[src/core/psf_pkg.sv]
// Purpose: shared constants and types of the synthesizer serial control port
// Assumes: one 25 MHz clock, all pins synchronous to it
// Notes: register words are 24 bits, addresses 6 bits
package psf_pkg;
	// ****************************************
	// frame layout
	// ****************************************
	localparam int ADDR_W = 6;
	localparam int DATA_W = 24;
	localparam int WORD_W = ADDR_W + DATA_W;
	localparam logic [5:0] EDGE_ADDR_LAST = 6'h07;
	localparam logic [5:0] EDGE_DATA_LAST = 6'h1F;
	localparam logic [5:0] EDGE_FRAME_END = 6'h20;
	// ****************************************
	// register map
	// ****************************************
	localparam logic [5:0] ADDR_ID = 6'h00;
	localparam logic [5:0] ADDR_STROBE = 6'h00;
	localparam logic [5:0] ADDR_RST = 6'h01;
	localparam logic [5:0] ADDR_REFDIV = 6'h02;
	localparam logic [5:0] ADDR_INTG = 6'h03;
	localparam logic [5:0] ADDR_FRAC = 6'h04;
	localparam logic [5:0] ADDR_SEED = 6'h05;
	localparam logic [5:0] ADDR_SDCFG = 6'h06;
	localparam int STROBE_SWRST = 0;
	localparam int RST_PIN_SEL = 0;
	localparam int RST_SPI_EN = 1;
	localparam int RST_KEEP_LO = 2;
	localparam int KEEP_N = 7;
	localparam int CFG_FRAC_RSTB = 11;
	localparam int CFG_BUFF_RSTB = 12;
	localparam int CFG_FSK_EN = 13;
	localparam logic [9:0] RST_RESET = 10'h001;
	localparam logic [13:0] REFDIV_RESET = 14'h0001;
	localparam logic [15:0] INTG_RESET = 16'h00C8;
	localparam logic [23:0] FRAC_RESET = 24'h000000;
	localparam logic [23:0] SEED_RESET = 24'h000000;
	localparam logic [23:0] SDCFG_RESET = 24'h000287;
	// arbitrary neutral identification value
	localparam logic [23:0] PART_VERSION_WORD = 24'hA5C301;
	// ****************************************
	// timing
	// ****************************************
	localparam int MCLK_PERIOD_NS = 40;
	localparam int POR_TIME_NS = 250000;
	localparam int POR_CYCLES = (POR_TIME_NS + MCLK_PERIOD_NS - 1) / MCLK_PERIOD_NS;
	localparam int FIFO_DEPTH = 16;
	typedef enum logic [1:0] {ST_IDLE, ST_FRAME, ST_DONE} psf_frame_t;
endpackage : psf_pkg

[src/core/psf_ctrl.sv]
// Purpose: serial control port, register file, fsk and power-down logic
// Assumes: pins synchronous to mclk; serial clock well below mclk/2
// Notes: completed writes queue in a fifo drained after power-on reset
`timescale 1ns/1ps

// ****************************************
// write fifo
// ****************************************
module psf_fifo #(
	parameter int W = 30,
	parameter int D = 16
) (
	input wire logic mclk,
	input wire logic srst,
	input wire logic in_valid,
	output logic in_ready,
	input wire logic [W-1:0] in_data,
	output logic out_valid,
	input wire logic out_ready,
	output logic [W-1:0] out_data
);
	localparam int AW = $clog2(D);
	typedef struct packed {
		logic [D-1:0][W-1:0] mem;
		logic [AW-1:0] wp;
		logic [AW-1:0] rp;
		logic [AW:0] cnt;
	} psf_fifo_st_t;
	psf_fifo_st_t q, n;
	logic push, pop;

	assign in_ready = (q.cnt != (AW+1)'(D));
	assign out_valid = (q.cnt != '0);
	assign out_data = q.mem[q.rp];
	assign push = in_valid & in_ready;
	assign pop = out_valid & out_ready;

	always_comb begin
		n = q;
		if (push) begin
			n.mem[q.wp] = in_data;
			n.wp = q.wp + 1'b1;
		end
		if (pop) begin
			n.rp = q.rp + 1'b1;
		end
		n.cnt = q.cnt + (AW+1)'(push) - (AW+1)'(pop);
		if (srst) begin
			n = '0;
		end
	end

	always_ff @(posedge mclk) begin
		q <= n;
	end
endmodule : psf_fifo

// ****************************************
// control port top
// ****************************************
module psf_ctrl #(
	parameter int unsigned POR_CYCLES = psf_pkg::POR_CYCLES
) (
	input wire logic mclk,
	input wire logic srst,
	input wire logic port_select,
	input wire logic serial_clk,
	input wire logic serial_in_line,
	input wire logic chip_enable_pin,
	input wire logic lock_indicator,
	input wire logic ref_div_clk,
	output logic lock_or_read_out_pin,
	output logic [psf_pkg::DATA_W-1:0] frac_word,
	output logic [15:0] int_word,
	output logic [13:0] ref_div_ratio,
	output logic dsm_enable,
	output logic prescaler_fixed,
	output logic power_down,
	output logic [psf_pkg::KEEP_N-1:0] block_on,
	output logic fsk_active
);
	import psf_pkg::*;
	localparam int PW = $clog2(POR_CYCLES + 1);

	typedef struct packed {
		psf_frame_t st;
		logic sck;
		logic refc;
		logic [5:0] cnt;
		logic rd;
		logic [ADDR_W-1:0] addr;
		logic [DATA_W-1:0] sh;
		logic rd_drv;
		logic push;
		logic [WORD_W-1:0] push_word;
		logic [9:0] rst;
		logic [13:0] rdiv;
		logic [15:0] intg;
		logic [DATA_W-1:0] frac;
		logic [DATA_W-1:0] seed;
		logic [DATA_W-1:0] cfg;
		logic fsk_bit;
		logic [PW-1:0] por_cnt;
		logic por_done;
		logic out_pin;
		logic [DATA_W-1:0] frac_out;
		logic dsm_en;
		logic pscl_fixed;
		logic pwr_dn;
		logic [KEEP_N-1:0] blk_on;
		logic fsk_go;
	} psf_st_t;

	psf_st_t q, n;
	logic sck_rise, sck_fall, ref_fall, fsk_go, chip_en;
	logic fifo_ready, wr_valid;
	logic [WORD_W-1:0] wr_word;
	logic wr_take, swrst;

	function automatic logic rise(input logic p, input logic c);
		return ~p & c;
	endfunction : rise

	function automatic psf_st_t dflt(input psf_st_t s);
		psf_st_t r;
		r = s;
		r.rst = RST_RESET;
		r.rdiv = REFDIV_RESET;
		r.intg = INTG_RESET;
		r.frac = FRAC_RESET;
		r.seed = SEED_RESET;
		r.cfg = SDCFG_RESET;
		r.fsk_bit = 1'b0;
		return r;
	endfunction : dflt

	function automatic logic [DATA_W-1:0] read_word(input psf_st_t s);
		case (s.addr)
			ADDR_ID: read_word = PART_VERSION_WORD;
			ADDR_RST: read_word = {14'h0000, s.rst};
			ADDR_REFDIV: read_word = {10'h000, s.rdiv};
			ADDR_INTG: read_word = {8'h00, s.intg};
			ADDR_FRAC: read_word = s.frac;
			ADDR_SEED: read_word = s.seed;
			ADDR_SDCFG: read_word = s.cfg;
			default: read_word = '0;
		endcase
	endfunction : read_word

	// ****************************************
	// edges and derived levels
	// ****************************************
	// sampling at mclk: serial clock must stay under mclk/2, not the full port rate
	assign sck_rise = rise(q.sck, serial_clk);
	assign sck_fall = rise(~q.sck, ~serial_clk);
	assign ref_fall = rise(~q.refc, ~ref_div_clk);
	// fsk data only while no frame is being clocked
	assign fsk_go = q.cfg[CFG_FSK_EN] & port_select & (q.st == ST_IDLE);
	assign chip_en = q.rst[RST_PIN_SEL] ? chip_enable_pin : q.rst[RST_SPI_EN];
	// writes wait in the fifo until power-on reset has finished
	assign wr_take = wr_valid & q.por_done;
	assign swrst = wr_take && wr_word[WORD_W-1 -: ADDR_W] == ADDR_STROBE
		&& wr_word[STROBE_SWRST];

	psf_fifo #(
		.W(WORD_W),
		.D(FIFO_DEPTH)
	) u_psf_fifo (
		.mclk(mclk),
		.srst(srst),
		.in_valid(q.push),
		.in_ready(fifo_ready),
		.in_data(q.push_word),
		.out_valid(wr_valid),
		.out_ready(q.por_done),
		.out_data(wr_word)
	);

	always_comb begin
		n = q;
		n.sck = serial_clk;
		n.refc = ref_div_clk;
		n.push = q.push & ~fifo_ready;
		// ****************************************
		// frame engine
		// ****************************************
		case (q.st)
			ST_IDLE: begin
				n.cnt = '0;
				n.rd_drv = 1'b0;
				if (port_select && sck_rise) begin
					n.cnt = 6'h01;
					n.rd = serial_in_line;
					n.st = ST_FRAME;
				end
			end
			ST_FRAME: begin
				if (sck_fall && q.cnt == EDGE_FRAME_END) begin
					// host ends the frame on the 32nd falling edge
					n.st = ST_DONE;
					if (!q.rd) begin
						n.push = 1'b1;
						n.push_word = {q.addr, q.sh};
					end
				end else if (!port_select) begin
					n.st = ST_IDLE;
					n.rd_drv = 1'b0;
				end else if (sck_rise) begin
					n.cnt = q.cnt + 6'h01;
					if (q.cnt < EDGE_ADDR_LAST) begin
						n.addr = {q.addr[ADDR_W-2:0], serial_in_line};
					end else if (q.cnt < EDGE_DATA_LAST) begin
						if (!q.rd) begin
							n.sh = {q.sh[DATA_W-2:0], serial_in_line};
						end else if (q.cnt == EDGE_ADDR_LAST) begin
							n.sh = read_word(q);
							n.rd_drv = 1'b1;
						end else begin
							n.sh = {q.sh[DATA_W-2:0], 1'b0};
						end
					end else begin
						n.rd_drv = 1'b0;
					end
				end
			end
			ST_DONE: begin
				n.rd_drv = 1'b0;
				if (!port_select) begin
					n.st = ST_IDLE;
				end
			end
			default: n.st = ST_IDLE;
		endcase
		// ****************************************
		// register writes from the fifo
		// ****************************************
		if (wr_take) begin
			case (wr_word[WORD_W-1 -: ADDR_W])
				ADDR_RST: n.rst = wr_word[9:0];
				ADDR_REFDIV: n.rdiv = wr_word[13:0];
				ADDR_INTG: n.intg = wr_word[15:0];
				ADDR_FRAC: n.frac = wr_word[DATA_W-1:0];
				ADDR_SEED: n.seed = wr_word[DATA_W-1:0];
				ADDR_SDCFG: n.cfg = wr_word[DATA_W-1:0];
				default: n.cfg = q.cfg;
			endcase
		end
		// ****************************************
		// fsk sampling
		// ****************************************
		n.fsk_go = fsk_go;
		if (!fsk_go) begin
			n.fsk_bit = 1'b0;
		end else if (ref_fall) begin
			n.fsk_bit = serial_in_line;
		end
		// ****************************************
		// power-on and soft reset
		// ****************************************
		if (!q.por_done) begin
			n = dflt(n);
			n.por_cnt = q.por_cnt + PW'(1);
			n.por_done = (q.por_cnt == PW'(POR_CYCLES - 1));
		end
		if (swrst) begin
			n = dflt(n);
		end
		// ****************************************
		// outputs
		// ****************************************
		// modulus 2^24 wraps through the 24-bit sum
		n.frac_out = q.fsk_bit ? q.frac + q.seed : q.frac;
		n.dsm_en = q.cfg[CFG_FRAC_RSTB] | q.cfg[CFG_BUFF_RSTB];
		n.pscl_fixed = ~n.dsm_en;
		n.pwr_dn = ~chip_en;
		for (int i = 0; i < KEEP_N; i++) begin
			n.blk_on[i] = chip_en | q.rst[RST_KEEP_LO + i];
		end
		// read data stays off the pin while powered down
		n.out_pin = (n.rd_drv && !q.pwr_dn) ? n.sh[DATA_W-1] : lock_indicator;
		if (srst) begin
			n = dflt('0);
		end
	end

	always_ff @(posedge mclk) begin
		q <= n;
	end

	assign lock_or_read_out_pin = q.out_pin;
	assign frac_word = q.frac_out;
	assign int_word = q.intg;
	assign ref_div_ratio = q.rdiv;
	assign dsm_enable = q.dsm_en;
	assign prescaler_fixed = q.pscl_fixed;
	assign power_down = q.pwr_dn;
	assign block_on = q.blk_on;
	assign fsk_active = q.fsk_go;
endmodule : psf_ctrl

[config.mk]
export PLATFORM = sky130hd
export DESIGN_NAME = psf_ctrl
export DESIGN_NICKNAME = d
export VERILOG_FILES = /design/src/core/psf_pkg.sv /design/src/core/psf_ctrl.sv
export SDC_FILE = /design/constraint.sdc
export NUM_CORES = 2
export LEC_CHECK = 0
export CORE_MARGIN = 4
export CORE_UTILIZATION = 60
export DETAILED_ROUTE_END_ITERATION = 8
export DONT_BUFFER_PORTS = 1
export GPL_ROUTABILITY_DRIVEN = 0
export PLACE_DENSITY = 0.8
export SLEW_MARGIN = 10
export SYNTH_ARGS = -nofsm -noshare
export SYNTH_HDL_FRONTEND = slang
export SYNTH_HIERARCHICAL = 1
export SYNTH_SLANG_ARGS = --single-unit
[constraint.sdc]
create_clock -name mclk -period 3.6 [get_ports mclk]
set_input_delay 0.54 -clock mclk [delete_from_list [all_inputs] [get_ports mclk]]
set_output_delay 0.54 -clock mclk [all_outputs]
set_load 0.005 [all_outputs]
# == After elaboration in Yosys (flattened, before gate mapping) ==
# Cells that the tools add are included.
# totals
reg_bits,729
ramBits,0
latch_bits,0
mem_count,0
rom_bits,0
# op_classes
addsub,7
mul,0
order_cmp,5
bitwise_logic,24
n_mux,37
div,0
n_reduce_logical,20
n_shift,0
n_eq_ne,18
# ops
operator,count
$bwmux 480,1
$pmux 24 s7,1
$mux 31,5
$bmux 30 s4,1
$demux 30 s4,1
$mux 30,4
$mux 24,4
$mux 50,1
$eq 6x3->1 const B,7
$mux 25,1
$add 24x24->24,1
$eq 6x2->1 const B,4
$mux 6,4
$add 13x1->13 const B,1
$eq 13x13->1 const B,1
$eq 6x1->1 const B,2
$logic_not 6->1,2
$pmux 6 s2,1
$reduce_and 2->1,6
$lt 4x5->1 const B,2
$add 4x1->4 const B,2
$and 1x1->1,8
$mux 2,4
$not 1->1,8
21 further kinds,39

# == Depth between registers and ports, before layout ==
# depth
word_depth,12
mapped_depth,14

# == Hierarchy ==
# Netlist, hierarchy kept.
# modules_own_cells
module,instances,area_per_inst_um2,cells_each,seq_area_each_um2
psf_fifo,1,21120.3,2509,9869.5
psf_ctrl,1,11089.4,1349,4724.5

# == Worst setup path before layout ==
# OpenSTA, ideal clock, no wires.
# synth_timing
path_type,reg-to-reg
start,reg u_psf_fifo/q[5] (netlist bit)
end,"reg q, in the netlist ref_div_ratio[0]"
arrival_ns,2.968
setup_slack_ns,0.503
required_ns,3.471
stages_incl_launch_ff,14
setup_time_ns,0.129
cell_sequence,dfxtp_1 > buf_2 > buf_6 > buf_6 > buf_2 > mux4_2 > a22oi_1 > nand2_1 > nor4_2 > inv_1 > nor2_1 > buf_2 > mux2i_1 > nand2_1
# synth_between
elab_chain_len,6
elab_cells_between_ends,8
classes_between,eq/ne (1); mux (2); reduce/logical (5)
# synth_lines
element,line_no,text
from (decl),psf_ctrl.sv:29,"psf_fifo_st_t q, n;"
from (signal assigned),psf_ctrl.sv:54,q <= n;
$bmux 30 s4 (*),psf_ctrl.sv:34,assign out_data = q.mem[q.rp];
$mux 30 (implied by the code) (*),psf_ctrl.sv:34,
via wr_word[24],psf_ctrl.sv:117,logic [WORD_W-1:0] wr_word;
$logic_not 6->1,psf_ctrl.sv:162,assign swrst = wr_take && wr_word[WORD_W-1 -: ADDR_W] == ADDR_STROBE
$logic_and 1x1->1,psf_ctrl.sv:162,
$logic_and 1x1->1,psf_ctrl.sv:163,&& wr_word[STROBE_SWRST];
$reduce_or 3->1 (no line),--,
to (signal assigned),psf_ctrl.sv:287,q <= n;
to (decl),psf_ctrl.sv:114,"psf_st_t q, n;"
# Mark *: on every way through the listed nets, which the timed path passes. The rest lies on a longest branch. The select of a mux whose other input is x is not followed.
# A chain may end at the register's enable or synchronous reset.

==> metrics <==
outcome=finished with violations; failing checks=hold timing, slew limit; setup_tns=0 ps; clock root cell=clkbuf_16; CP max FO=13; hold depth=1; worst setup margin=around 490 ps; Area growth, synth to finish=7.47%; R2R Path Start=u_psf_fifo/q[5]$_SDFFE_PP0P_; global-route wire length before repair=about 140,000 um; Post-synth top flop=dfxtp_1; hold endpoint=frac_word[12]$_SDFF_PP0_; Layout Nets=about 3,700; Seq/Total Area, Yosys=45.3%; die height=between 200 and 250 um; DR WL/cell=21.2 um; Post-DRT Antenna Nets=0; RSZ-0062 raised after global routing=false; CP Capture Type=flip-flop; hold_buf cts=0; initial antenna violation count=1; Critical Path RT=roughly 4100 ps; met1 WL=roughly 35,000 um; Post-Syn Area=32,200 um^2; most frequent cells in the layout=nand2_1, dfxtp_1, a21oi_1; DRT Pass-1 Iters=8; worst hold path class=input pin to flip-flop; GRT Util Overall=between 30 and 40%; via count=about 28,000; largest net degree at the start of global routing=622; R2R Path End=q[159]$_SDFFE_PP0P_; grt total ovfl=0; vias per cell=6.34; CTS tree=built; cell leakage power=around 11 nW; core box area=around 53,000 um^2; post-DP HPWL=about 56,000 um; crit path kind=flip-flop to flip-flop; Ant. Diodes=0; share of cells above drive strength 1=a little over 10%; fin crit period=~3100 ps; max_slew headroom=-21.9%; pwr dens=~460 nW/um^2; top cell type's share of synthesized area=between 40 and 50%; vias in the first global route=26,283; final setup skew=about 28 ps; site row count=84; Resized Gates After CTS=0; clock buffer depth=3; Max-cap violations=0; Post-synth EDFFs=0; die area=57,500 um^2; Reg clk slew, reported paths=~60 ps; register bit total from synthesis=about 730; Final period util=between 80 and 90%; R2R Setup Slk=about 490 ps; area leader, netlist=dfxtp_1; R2R depth=10; met2 WL=43,100 um; clk_lat worst skew=a little over 600 ps; initial core utilization=between 60% and 70%; starting DRC count in detailed routing=3,616; uppermost routed layer=met5; Setup Fix Bufs, Post-CTS=0; synth warn=6; Final Hold Violating Endpoints=3; Boundary Pins=between 70 and 80; routed wire length=between 90,000 and 100,000 um; Mapped Avg Cell Area=roughly 8.3 um^2; Worst Path Arrival=about 3600 ps; most common cell after layout, fill and taps aside=nand2_1; DRC Markers=0; CTS buffer count=73; Fmax achieved=approximately 0.32 GHz; post-synthesis async set-or-reset flop share=0%; Synth area leaders=dfxtp_1, nand2_1, a21oi_1; final setup fails=0; CTS Sinks=around 730; Final Util=approximately 65%; VDD IR max=about 300 uV; Startpoint Class=flip-flop; input/output buffers=0; worst slew pin tran=around 1800 ps; Mapped Nets=3,906; die span in x=around 240 um; worst hold margin=-4.45 ps; Met3 Wirelength=roughly 9900 um; pre-CTS WS=about 520 ps; Syn Inst Count=3,858; Synth cell types=77; HP Start=srst; CTS H-tree depth=3; Pins Over Slew Limit=approximately 270
cell families (layout without fill, tap and decap cells):
family                   count (synthesis)  count (layout)  share of synthesized area [%]
multiplexers                           184             184                           10.4
flip-flops                             729             729                           45.3
AO/OA/AOI/OAI                          842             842                           14.7
buffers and inverters                  424             245                           6.34
XOR/XNOR                                36              36                          0.979
adder cells (fa/ha/maj)                 40              40                           1.60
AND/OR/NAND/NOR                       1603            1603                           20.6
layer usage:
metal	track usage (%)	vias up
met2	50.3	1563
met3	5.35	305
li1	-	12552
met4	15.1	2
met1	41.0	13284
met5	0	-
synthesized netlist by cell type, types with 5 or more instances:
cell      number
nand4_1       28
o21a_1         5
or3_1          8
a221oi_1       6
and3_1         8
clkbuf_1     200
nand2_1     1246
mux4_2       120
nand4b_1       5
nor2b_1       15
buf_6          8
nor3_1        33
inv_1         22
nor3b_2        9
o21ai_0       16
nor4_2         5
a31oi_1       11
o211ai_1      11
ha_1          38
a21oi_1      634
xnor2_1       13
mux2i_1       62
nand3_1       26
a21o_1         9
buf_1         17
buf_4         68
a22oi_1       96
xor2_1        23
buf_2        107
dfxtp_1      729
a222oi_1       5
nor2_1       162
nand3b_1       6
a211oi_1      18
nand2b_1      15
power by group:
part | total [W] | internal, W | switching [W]
Sequential | 0.00809 | 0.00808 | 0.0000107
Clock | 0.00790 | 0.00470 | 0.00320
Combinational | 0.0000377 | 0.0000181 | 0.0000195
Total | 0.0160 | 0.0128 | 0.00323
worst max-delay path by stage:
stage               cells after the start                         start  slack [ps]                            end
global placement                       10  u_psf_fifo/q[5]$_SDFFE_PP0P_         570            q[153]$_SDFFE_PP1P_
global route                           11  u_psf_fifo/q[5]$_SDFFE_PP0P_         270             q[99]$_SDFFE_PP0P_
CTS                                    11  u_psf_fifo/q[5]$_SDFFE_PP0P_         520             q[99]$_SDFFE_PP0P_
floorplan                              13  u_psf_fifo/q[5]$_SDFFE_PP0P_         500  ref_div_ratio[0]$_SDFFE_PP1P_
finish                                 10  u_psf_fifo/q[5]$_SDFFE_PP0P_         490            q[159]$_SDFFE_PP0P_
detailed placement                     10  u_psf_fifo/q[5]$_SDFFE_PP0P_         520            q[153]$_SDFFE_PP1P_
area by class of cell:
| type | instances | area, um^2 |
|---|---|---|
| Fill cell | 4135 | 18300 |
| Multi-Input combinational cell | 2705 | 15700 |
| Sequential cell | 729 | 14600 |
| Clock buffer | 102 | 2130 |
| Timing Repair Buffer | 95 | 876 |
| Tap cell | 688 | 861 |
| Clock inverter | 25 | 345 |
| Inverter | 23 | 86.3 |
sequential cells by signal, summed over array words and instances, names as in the netlist:
register and count:
block_on 7, dsm_enable 1, frac_word 24, fsk_active 1, int_word 16, lock_or_read_out_pin 1
power_down 1, prescaler_fixed 1, q 170, ref_div_ratio 14, u_psf_fifo/q 493
critical path, stage by stage (launching register included):
cell,delay (ps)
dfxtp_4,490
buf_4,310
mux4_2,520
a22oi_1,260
nand2_1,150
nor3_1,160
buf_4,170
nand2_1,140
or2_2,510
mux2i_1,230
nor2_1,60
per-stage QoR:
stage,total power [W],instances,cell area (um^2)
after floorplan,0.00839,3858,32200
after global placement,0.00830,4240,32100
after detailed placement,0.00830,4240,32100
after CTS,0.0161,4367,34600
after global routing,0.0164,4367,34600
final,0.0160,4367,34600
No activity file was read; power rests on OpenSTA's default activity.
